==> src/verilog/cpm_params.svh <==
// constants for the processor register set: bus map, reset values, flag bits
// assumes inclusion by the register-set module only
`ifndef CPM_PARAMS_SVH
`define CPM_PARAMS_SVH

// register indices in the direct page; byte address is four times the index
`define CPM_IDX_DATA_WINDOW 8'h0E
`define CPM_IDX_INDEX_PTR 8'h0F
`define CPM_IDX_PAGE_SELECT 8'h1F
// page window bounds in the direct page
`define CPM_WIN_LO 8'hC0
`define CPM_WIN_HI 8'hFF
// debug bank indices, selected by address bit 10
`define CPM_DBG_FLAGS 8'h00
`define CPM_DBG_ACC 8'h01
`define CPM_DBG_PC 8'h02
`define CPM_DBG_RTN 8'h03
`define CPM_BANK_BIT 10
// flag bit positions in the debug flag register
`define CPM_FLAG_C_BIT 0
`define CPM_FLAG_Z_BIT 1
// reset values
`define CPM_ACC_RST 8'h00
`define CPM_PC_RST 14'h3FFD
`define CPM_RTN_RST 14'h3FFD
`define CPM_FLAG_RST 1'b0
`define CPM_REG_RST 8'h00

`endif

==> src/verilog/cpm_pkg.sv <==
// types shared by the processor register set and its execution partner
// assumes cpm_params.svh is on the include path
package cpm_pkg;
    typedef enum logic [4:0] {
        CPM_OP_NOP, CPM_OP_LOAD, CPM_OP_STORE, CPM_OP_MOVE,
        CPM_OP_ADD, CPM_OP_SUB, CPM_OP_CMP, CPM_OP_AND, CPM_OP_OR, CPM_OP_XOR,
        CPM_OP_INC, CPM_OP_DEC, CPM_OP_CLR,
        CPM_OP_LSL, CPM_OP_LSR, CPM_OP_ROL, CPM_OP_ROR,
        CPM_OP_SETC, CPM_OP_CLRC, CPM_OP_BIT_HIGH, CPM_OP_BIT_LOW,
        CPM_OP_BR_ZS, CPM_OP_BR_ZC, CPM_OP_BR_CC, CPM_OP_BR_CS, CPM_OP_BR_AE, CPM_OP_BRA,
        CPM_OP_JUMP, CPM_OP_CALL_ABS, CPM_OP_CALL_REL, CPM_OP_RETURN,
        CPM_OP_XCH_HI
    } cpm_op_e;
    // exchange with low return byte shares the code of the last entry, CPM_OP_XCH_HI, selected by EXEC_XCH_LO_I
    typedef logic [13:0] cpm_addr_t;
    typedef logic [7:0] cpm_byte_t;
endpackage

==> src/verilog/cpm_regs.sv <==
// processor register set: accumulator, program counter, return counter, flags,
// index pointer, page select and data-address translation, on a Wishbone slave
// assumes a sequencer drives one op per EXEC_VALID_I pulse, synchronous inputs
`timescale 1ns/1ps
`default_nettype none
`include "cpm_params.svh"

// Notes on behaviour
// - accumulator is 8 bits, cleared by reset
// - arithmetic and logic results are written back into the accumulator
// - program counter is 14 bits, steps by one per fetched byte
// - jumps, taken branches and returns load a non-sequential target
// - program counter resets to 3FFD
// - return counter is 14 bits, captures return address on either call
// - return copies the return counter into the program counter
// - return counter resets to 3FFD
// - exchange ops swap accumulator with high or low return counter part
// - two flag bits, branch-tested only, read and written by debug access
// - zero and carry flags clear on reset
// - data ops set zero flag exactly when the 8-bit result is 00
// - addition sets carry on unsigned overflow
// - subtract or compare sets carry when memory operand exceeds register
// - only add, subtract, compare, shifts, rotates, set, clear and bit tests change carry
// - bit-test branches copy the tested bit into carry
// - set and clear carry ops force carry, nothing else changes
// - shifts and rotates are 9-bit through carry
// - equal branches use zero only, carry branches use carry only
// - data window, index pointer, page select at 0E, 0F, 1F, 8 bits
// - data window accesses are redirected to the location in the pointer
// - page window C0 to FF reaches the whole 16K space via page select
// - direct addresses get six zero bits prefixed
// - relative branch adds sign-extended offset to program counter
module cpm_regs #(
    parameter int DP_DEPTH = 192
) (
    input wire logic MCLK_I, // bus clock
    input wire logic RESET_N_I, // async reset, active low
    input wire logic WB_CYC_I, // wishbone cycle
    input wire logic WB_STB_I, // wishbone strobe
    input wire logic WB_WE_I, // wishbone write
    input wire logic [10:0] WB_ADR_I, // byte address
    input wire logic [3:0] WB_SEL_I, // byte lanes
    input wire logic [31:0] WB_DAT_I, // write data
    output logic [31:0] WB_DAT_O, // read data
    output logic WB_ACK_O, // acknowledge
    input wire logic FETCH_I, // one byte fetched
    input wire logic EXEC_VALID_I, // op strobe
    input wire cpm_pkg::cpm_op_e EXEC_OP_I, // op code
    input wire logic EXEC_XCH_LO_I, // exchange low part instead of high
    input wire cpm_pkg::cpm_byte_t EXEC_OPND_I, // memory operand or offset
    input wire logic EXEC_BIT_I, // tested memory bit
    input wire cpm_pkg::cpm_addr_t EXEC_TARGET_I, // absolute target
    input wire cpm_pkg::cpm_addr_t CORE_ADDR_I, // logical data address
    output cpm_pkg::cpm_addr_t PHYS_ADDR_O, // translated data address
    output cpm_pkg::cpm_byte_t ACC_O, // accumulator
    output cpm_pkg::cpm_addr_t PC_O, // program counter
    output cpm_pkg::cpm_addr_t RTN_O, // return counter
    output logic FLAG_Z_O, // zero flag
    output logic FLAG_C_O, // carry flag
    output cpm_pkg::cpm_byte_t RESULT_O, // store or move data
    output logic TAKEN_O // last op changed flow
);
    import cpm_pkg::*;

    cpm_byte_t acc_r, acc_nxt;
    cpm_addr_t pc_r, pc_nxt;
    cpm_addr_t rtn_r, rtn_nxt;
    logic z_r, z_nxt, c_r, c_nxt;
    logic dbg_flag_wr;
    cpm_byte_t idx_r, page_r, result_r, result_nxt;
    logic taken_r, taken_nxt;
    cpm_addr_t phys_r;
    logic ack_r;
    logic [31:0] rdat_r;
    cpm_byte_t dp_mem [DP_DEPTH];

    function automatic cpm_addr_t rel_target(input cpm_addr_t pc, input cpm_byte_t off);
        rel_target = pc + {{6{off[7]}}, off};
    endfunction

    // direct-page, data-window and page-window translation
    function automatic cpm_addr_t xlate(input cpm_addr_t a, input cpm_byte_t ptr, input cpm_byte_t pg);
        if (a == {6'h00, `CPM_IDX_DATA_WINDOW}) begin
            xlate = {6'h00, ptr};
        end else if (a[13:8] == 6'h00 && a[7:0] >= `CPM_WIN_LO) begin
            xlate = {pg, a[5:0]};
        end else begin
            xlate = a;
        end
    endfunction

    // ---------------- execution datapath ----------------
    wire [8:0] sum9 = {1'b0, acc_r} + {1'b0, EXEC_OPND_I};
    wire [7:0] diff8 = acc_r - EXEC_OPND_I;
    wire add_carry = (acc_r[7] & EXEC_OPND_I[7]) | ((acc_r[7] | EXEC_OPND_I[7]) & ~sum9[7]);
    wire sub_borrow = EXEC_OPND_I > acc_r;
    wire cpm_addr_t br_dest = rel_target(pc_r, EXEC_OPND_I);
    wire cpm_addr_t pc_seq = pc_r + 14'h0001;

    always_comb begin
        acc_nxt = acc_r;
        pc_nxt = FETCH_I ? pc_seq : pc_r;
        rtn_nxt = rtn_r;
        z_nxt = z_r;
        c_nxt = c_r;
        result_nxt = result_r;
        taken_nxt = 1'b0;
        if (EXEC_VALID_I) begin
            case (EXEC_OP_I)
                CPM_OP_LOAD: begin
                    acc_nxt = EXEC_OPND_I;
                    z_nxt = EXEC_OPND_I == 8'h00;
                end
                CPM_OP_STORE: begin
                    result_nxt = acc_r;
                    z_nxt = acc_r == 8'h00;
                end
                CPM_OP_MOVE: begin
                    result_nxt = EXEC_OPND_I;
                    z_nxt = EXEC_OPND_I == 8'h00;
                end
                CPM_OP_ADD: begin
                    acc_nxt = sum9[7:0];
                    z_nxt = sum9[7:0] == 8'h00;
                    c_nxt = add_carry;
                end
                CPM_OP_SUB: begin
                    acc_nxt = diff8;
                    z_nxt = diff8 == 8'h00;
                    c_nxt = sub_borrow;
                end
                CPM_OP_CMP: begin
                    z_nxt = diff8 == 8'h00;
                    c_nxt = sub_borrow;
                end
                CPM_OP_AND: begin
                    acc_nxt = acc_r & EXEC_OPND_I;
                    z_nxt = (acc_r & EXEC_OPND_I) == 8'h00;
                end
                CPM_OP_OR: begin
                    acc_nxt = acc_r | EXEC_OPND_I;
                    z_nxt = (acc_r | EXEC_OPND_I) == 8'h00;
                end
                CPM_OP_XOR: begin
                    acc_nxt = acc_r ^ EXEC_OPND_I;
                    z_nxt = (acc_r ^ EXEC_OPND_I) == 8'h00;
                end
                CPM_OP_INC: begin
                    acc_nxt = acc_r + 8'h01;
                    z_nxt = acc_r == 8'hFF;
                end
                CPM_OP_DEC: begin
                    acc_nxt = acc_r - 8'h01;
                    z_nxt = acc_r == 8'h01;
                end
                CPM_OP_CLR: begin
                    acc_nxt = 8'h00;
                    z_nxt = 1'b1;
                end
                CPM_OP_LSL: begin
                    {c_nxt, acc_nxt} = {acc_r, 1'b0};
                    z_nxt = acc_r[6:0] == 7'h00;
                end
                CPM_OP_LSR: begin
                    {acc_nxt, c_nxt} = {1'b0, acc_r};
                    z_nxt = acc_r[7:1] == 7'h00;
                end
                CPM_OP_ROL: begin
                    {c_nxt, acc_nxt} = {acc_r, c_r};
                    z_nxt = {acc_r[6:0], c_r} == 8'h00;
                end
                CPM_OP_ROR: begin
                    {acc_nxt, c_nxt} = {c_r, acc_r};
                    z_nxt = {c_r, acc_r[7:1]} == 8'h00;
                end
                CPM_OP_SETC: c_nxt = 1'b1;
                CPM_OP_CLRC: c_nxt = 1'b0;
                CPM_OP_BIT_HIGH, CPM_OP_BIT_LOW: begin
                    c_nxt = EXEC_BIT_I;
                    taken_nxt = EXEC_BIT_I == (EXEC_OP_I == CPM_OP_BIT_HIGH);
                end
                CPM_OP_BR_ZS: taken_nxt = z_r;
                CPM_OP_BR_ZC: taken_nxt = ~z_r;
                CPM_OP_BR_CC, CPM_OP_BR_AE: taken_nxt = ~c_r;
                CPM_OP_BR_CS: taken_nxt = c_r;
                CPM_OP_BRA: taken_nxt = 1'b1;
                CPM_OP_JUMP: begin
                    pc_nxt = EXEC_TARGET_I;
                    taken_nxt = 1'b1;
                end
                CPM_OP_CALL_ABS: begin
                    rtn_nxt = pc_r;
                    pc_nxt = EXEC_TARGET_I;
                    taken_nxt = 1'b1;
                end
                CPM_OP_CALL_REL: begin
                    rtn_nxt = pc_r;
                    pc_nxt = br_dest;
                    taken_nxt = 1'b1;
                end
                CPM_OP_RETURN: begin
                    pc_nxt = rtn_r;
                    taken_nxt = 1'b1;
                end
                CPM_OP_XCH_HI: begin
                    if (EXEC_XCH_LO_I) begin
                        acc_nxt = rtn_r[7:0];
                        rtn_nxt = {rtn_r[13:8], acc_r};
                    end else begin
                        acc_nxt = {2'b00, rtn_r[13:8]};
                        rtn_nxt = {acc_r[5:0], rtn_r[7:0]};
                    end
                end
                default: ;
            endcase
            // taken relative branches replace the sequential value
            if (taken_nxt && EXEC_OP_I inside {CPM_OP_BIT_HIGH, CPM_OP_BIT_LOW, CPM_OP_BR_ZS, CPM_OP_BR_ZC,
                    CPM_OP_BR_CC, CPM_OP_BR_CS, CPM_OP_BR_AE, CPM_OP_BRA}) begin
                pc_nxt = br_dest;
            end
        end
        // debug write of the flags overrides the sequencer
        if (dbg_flag_wr) begin
            z_nxt = WB_DAT_I[`CPM_FLAG_Z_BIT];
            c_nxt = WB_DAT_I[`CPM_FLAG_C_BIT];
        end
    end

    // ---------------- wishbone decode ----------------
    wire bus_req = WB_CYC_I & WB_STB_I & ~ack_r;
    wire bank_dbg = WB_ADR_I[`CPM_BANK_BIT];
    wire [7:0] bus_idx = WB_ADR_I[9:2];
    wire wr_lane = bus_req & WB_WE_I & WB_SEL_I[0];
    // data window redirects the bus to the location named by the pointer
    wire [7:0] eff_idx = (bus_idx == `CPM_IDX_DATA_WINDOW) ? idx_r : bus_idx;
    wire hit_idx = ~bank_dbg & (eff_idx == `CPM_IDX_INDEX_PTR);
    wire hit_page = ~bank_dbg & (eff_idx == `CPM_IDX_PAGE_SELECT);
    wire hit_mem = ~bank_dbg & ~hit_idx & ~hit_page & (32'(eff_idx) < DP_DEPTH);
    assign dbg_flag_wr = wr_lane & bank_dbg & (bus_idx == `CPM_DBG_FLAGS);
    wire [31:0] dbg_rdata =
        (bus_idx == `CPM_DBG_FLAGS) ? 32'(c_r) | (32'(z_r) << `CPM_FLAG_Z_BIT) :
        (bus_idx == `CPM_DBG_ACC) ? 32'(acc_r) :
        (bus_idx == `CPM_DBG_PC) ? 32'(pc_r) :
        (bus_idx == `CPM_DBG_RTN) ? 32'(rtn_r) : 32'h0000_0000;
    wire [31:0] dp_rdata = hit_idx ? 32'(idx_r) : hit_page ? 32'(page_r) :
        hit_mem ? 32'(dp_mem[eff_idx]) : 32'h0000_0000;
    wire [31:0] rdata_nxt = bank_dbg ? dbg_rdata : dp_rdata;

    // ---------------- registers ----------------
    always_ff @(posedge MCLK_I or negedge RESET_N_I) begin
        if (!RESET_N_I) begin
            acc_r <= `CPM_ACC_RST;
            pc_r <= `CPM_PC_RST;
            rtn_r <= `CPM_RTN_RST;
            z_r <= `CPM_FLAG_RST;
            c_r <= `CPM_FLAG_RST;
            result_r <= `CPM_REG_RST;
            taken_r <= 1'b0;
        end else begin
            acc_r <= acc_nxt;
            pc_r <= pc_nxt;
            rtn_r <= rtn_nxt;
            z_r <= z_nxt;
            c_r <= c_nxt;
            result_r <= result_nxt;
            taken_r <= taken_nxt;
        end
    end

    always_ff @(posedge MCLK_I or negedge RESET_N_I) begin
        if (!RESET_N_I) begin
            idx_r <= `CPM_REG_RST;
            page_r <= `CPM_REG_RST;
            phys_r <= 14'h0000;
            ack_r <= 1'b0;
            rdat_r <= 32'h0000_0000;
        end else begin
            if (wr_lane && hit_idx) idx_r <= WB_DAT_I[7:0];
            if (wr_lane && hit_page) page_r <= WB_DAT_I[7:0];
            phys_r <= xlate(CORE_ADDR_I, idx_r, page_r);
            ack_r <= bus_req;
            if (bus_req) rdat_r <= rdata_nxt;
        end
    end

    always_ff @(posedge MCLK_I) begin
        if (wr_lane && hit_mem) dp_mem[eff_idx] <= WB_DAT_I[7:0];
    end

    assign WB_ACK_O = ack_r;
    assign WB_DAT_O = rdat_r;
    assign PHYS_ADDR_O = phys_r;
    assign ACC_O = acc_r;
    assign PC_O = pc_r;
    assign RTN_O = rtn_r;
    assign FLAG_Z_O = z_r;
    assign FLAG_C_O = c_r;
    assign RESULT_O = result_r;
    assign TAKEN_O = taken_r;

    wire plain_op = EXEC_VALID_I && !dbg_flag_wr;
endmodule // cpm_regs
`default_nettype wire
==> config.mk <==
export PLATFORM = sky130hd
export DESIGN_NAME = cpm_regs
export DESIGN_NICKNAME = d
export VERILOG_FILES = /design/src/verilog/cpm_pkg.sv /design/src/verilog/cpm_regs.sv
export VERILOG_INCLUDE_DIRS = /design/src /design/src/verilog
export SDC_FILE = /design/constraint.sdc
export NUM_CORES = 2
export LEC_CHECK = 0
export BUFFER_PORTS_ARGS = -buffer_cell sky130_fd_sc_hd__buf_4
export CORE_MARGIN = 2
export CORE_UTILIZATION = 35
export CTS_BUF_LIST = sky130_fd_sc_hd__clkbuf_4
export DETAILED_ROUTE_END_ITERATION = 8
export PLACE_DENSITY = 0.53
export SLEW_MARGIN = 30
export SYNTH_ARGS = -nofsm -noshare
export SYNTH_HDL_FRONTEND = slang
export SYNTH_SLANG_ARGS = --single-unit
==> constraint.sdc <==
create_clock -name MCLK_I -period 4.1 [get_ports MCLK_I]
set_clock_uncertainty 0.1 [all_clocks]
set_input_delay 0.82 -clock MCLK_I [delete_from_list [all_inputs] [get_ports MCLK_I]]
set_output_delay 0.82 -clock MCLK_I [all_outputs]
set_load 0.02 [all_outputs]
==> metrics.txt <==
status=completed; Max Freq=~0.25 GHz; sequential-to-total area share from yosys stat=between 70% and 80%; core area=193,000 um2; Die ar.=just under 200,000 um2; Setup crit end kind=register; share of cells above drive strength 1=about a quarter; cell area after synthesis=roughly 68,000 um2; M1 WL=roughly 96 mm; reg2reg path depth=12; Sw Ratio=26.6%; Peak supply drop=about 0.22 mV; Post-Synthesis Cells=approximately 5,000; row count=161; # port buffers=143; DRC=0; synthesized area per cell=approximately 14 um2; Final min period=3940 ps; hold_ws=182 ps; met2 wire length=around 110 mm; Final period util=96.0%; total track usage=between 20% and 30%; Setup CP Type=register to register; CP max stage delay=~620 ps; setup_tns=0 ps; Clk pwr share=between 30% and 40%; Pint=around 28 mW; Layout fillers=~18,000; Comb power frac=13.0%; count of final setup violators=0; Slew Viols, Final=0; Final Instance Area=83,000 um2; Net Switching=~10 mW; total chip power=roughly 38 mW; non-filler instance count after layout=8,744; GP Congestion=roughly 0.95; first-pass GRT wire length=325 mm; Area Overhead vs Synth=22.2%; hold path depth=6; FFs w/ async S/R, synth=5.65%; post-synth cell types=between 80 and 90; top-area cell type share of the netlist area=about two thirds; synth top area cells=edfxtp_1 (68%), nand2_1 (5.4%), mux2i_1 (5.2%); largest net degree at the start of global routing=109; 1st-pass router iterations=5; # clock sinks=~1,600; synthesis-stage register bit count=~1,600; effective utilization at floorplan=around a third; Hold Vio Cnt, Final=0; initial antenna violation count=9; Ports=191; total number of vias=about 47,000; RSZ-0062 raised after global routing=no; WP buf/inv=2; initial detailed-routing violation count=~5,000; met3 WL=between 15 and 20 mm; vias in the first global route=~46,000; Rel. slew slack=34.3%; TritonCTS clock tree=yes; Post-synth EDFFs=approximately 1,500; Top delay family on crit path=compound AO/OA/AOI/OAI gates; Top Metal Used=met4; Worst path slowest cell=dfstp_2; htree depth=5; Hold Path Class=input port to register; Max Cap Viol=0; Inst Count DP=around 7,900; dpl cell area=around 77,000 um2; Die H=444 um; critical path data required time=between 5000 and 6000 ps; commonest cells after routing, fill and taps aside=edfxtp_1 (1,536), nand2_1 (969), buf_4 (711), clkbuf_4 (632), mux2i_1 (350); Slew @ Worst Pin=982 ps; antenna viol nets, final=0; Final #Nets=around 6,100; vias per cell=around 5.4; CTS max path bufs=4; Post-synth top flop=edfxtp_1; CTS root buf=clkbuf_4; CP startpoint kind=register; Leak=~30 nW; CP Depth=12; arrival time at the worst endpoint=5110 ps; commonest non-fill, non-tap cell in the layout=edfxtp_1; crit path cell chain=ha_1 -> nor2b_1 -> o21ai_0 -> a21oi_1 -> o211ai_1 -> a21oi_1 -> or3_1 -> a31o_2 -> a31oi_1 -> dlygate4sd3_1 -> nor2_1 -> dlygate4sd3_1; Synth warnings=0; crit-path max FO=7; Routed WL=~230 mm; pwr dens=roughly 450 nW/um2; Final HPWL DP=roughly 150 mm; mean routed wirelength per cell=approximately 26 um; die span in x=between 400 and 500 um; Reg power frac=50.3%; number of buffers created by CTS=~430; Clock Latency Late Sink=1410 ps; post-synth top area cell=edfxtp_1; clk slew on worst S/H paths=70 ps; GRT Residual Overflow=0
-- final timing paths --
| check | start | slack (ps) | end |
|---|---|---|---|
| worst min register to register | RESULT_O[0] | 380 | RESULT_O[0] |
| worst max-delay path | PC_O[2] | 160 | PC_O[12] |
| min in group asynchronous | RESET_N_I | 670 | PC_O[0] |
| worst min-delay path | EXEC_OP_I[1] | 180 | FLAG_Z_O |
| max in group asynchronous | RESET_N_I | 2840 | RTN_O[4] |
| worst max register to register | PC_O[2] | 160 | PC_O[12] |
-- cell type report --
type	count	area [um2]	area share [%]
flip-flops and latches	1628	48500	58.4
clock inverters	72	393	0.474
multi-input cells	2940	17900	21.6
inverters	37	139	0.167
diodes	11	27.5	0.0332
repair buffers	898	8100	9.76
well taps	2526	3160	3.81
clock buffers	632	4740	5.72
-- logic make-up after synthesis --
logic type / share of synthesized area (%)
AND/OR/NAND/NOR: 10.6
multiplexers: 6.26
XOR/XNOR: 0.516
buffers and inverters: 2.56
adder cells (fa/ha/maj): 0.911
other: 0.00552
flip-flops: 71.4
AO/OA/AOI/OAI: 7.81
-- registers in the layout (all words and copies together) (netlist names), 8 cells and up --
signal	cells
idx_r	8
WB_DAT_O	14
ACC_O	8
RESULT_O	8
RTN_O	14
dp_mem	1536
page_r	8
PC_O	14
PHYS_ADDR_O	14
-- power groups by stage --
stage	clock [mW]	sequential [mW]	combinational, mW
floorplan	0	19.3	2.11
global placement	0	19.2	4.61
detailed placement	0	19.2	4.63
CTS	14.1	18.9	4.81
global route	15.0	18.9	5.17
finish	13.8	18.9	4.87
-- what timing repair did --
item	4_1_cts	5_1_grt
setup buffers	0	2
gates resized for setup	1	0
hold endpoints to repair	951	0
endpoints found under the setup margin	1	1
hold buffers	94	0
-- cells in the mapped netlist, drive strengths merged (10+ instances only) --
cell	n
xnor2	28
or4	13
o21ai	82
buf	194
nor2	291
a41oi	10
xor2	12
nand2	970
a32oi	190
a211oi	13
a222oi	11
dfrtp	66
a221oi	30
nand3	241
nand2b	11
dfstp	26
nand4	50
and3	14
mux2i	350
mux4	23
nor3	24
a32o	14
inv	36
o22ai	61
a31oi	26
a22oi	12
clkbuf	119
o31ai	23
a21o	15
ha	43
a21oi	168
edfxtp	1536
nor4	23
mux2	20
-- worst min-delay path: stages --
cell     delay (ps)
buf_4           220
nor4_1          110
nor2_1           90
o21ai_0         140
nand2_1         100
a31oi_1          80
-- layer usage --
layer  GRT usage, %  vias up
li1               -    20913
met1           30.9    23876
met2           35.9     2132
met3           4.25      388
met4           8.37        0
met5              0        -
-- metrics by stage --
step / util [%] / worst slack (ps)
final: 43.1 / 165
after floorplan: - / 297
after CTS: 43.0 / 101
after global placement: 39.9 / -921
after global routing: 43.1 / 81.6
after detailed placement: 39.9 / -743
No activity file was read; power rests on OpenSTA's default activity.
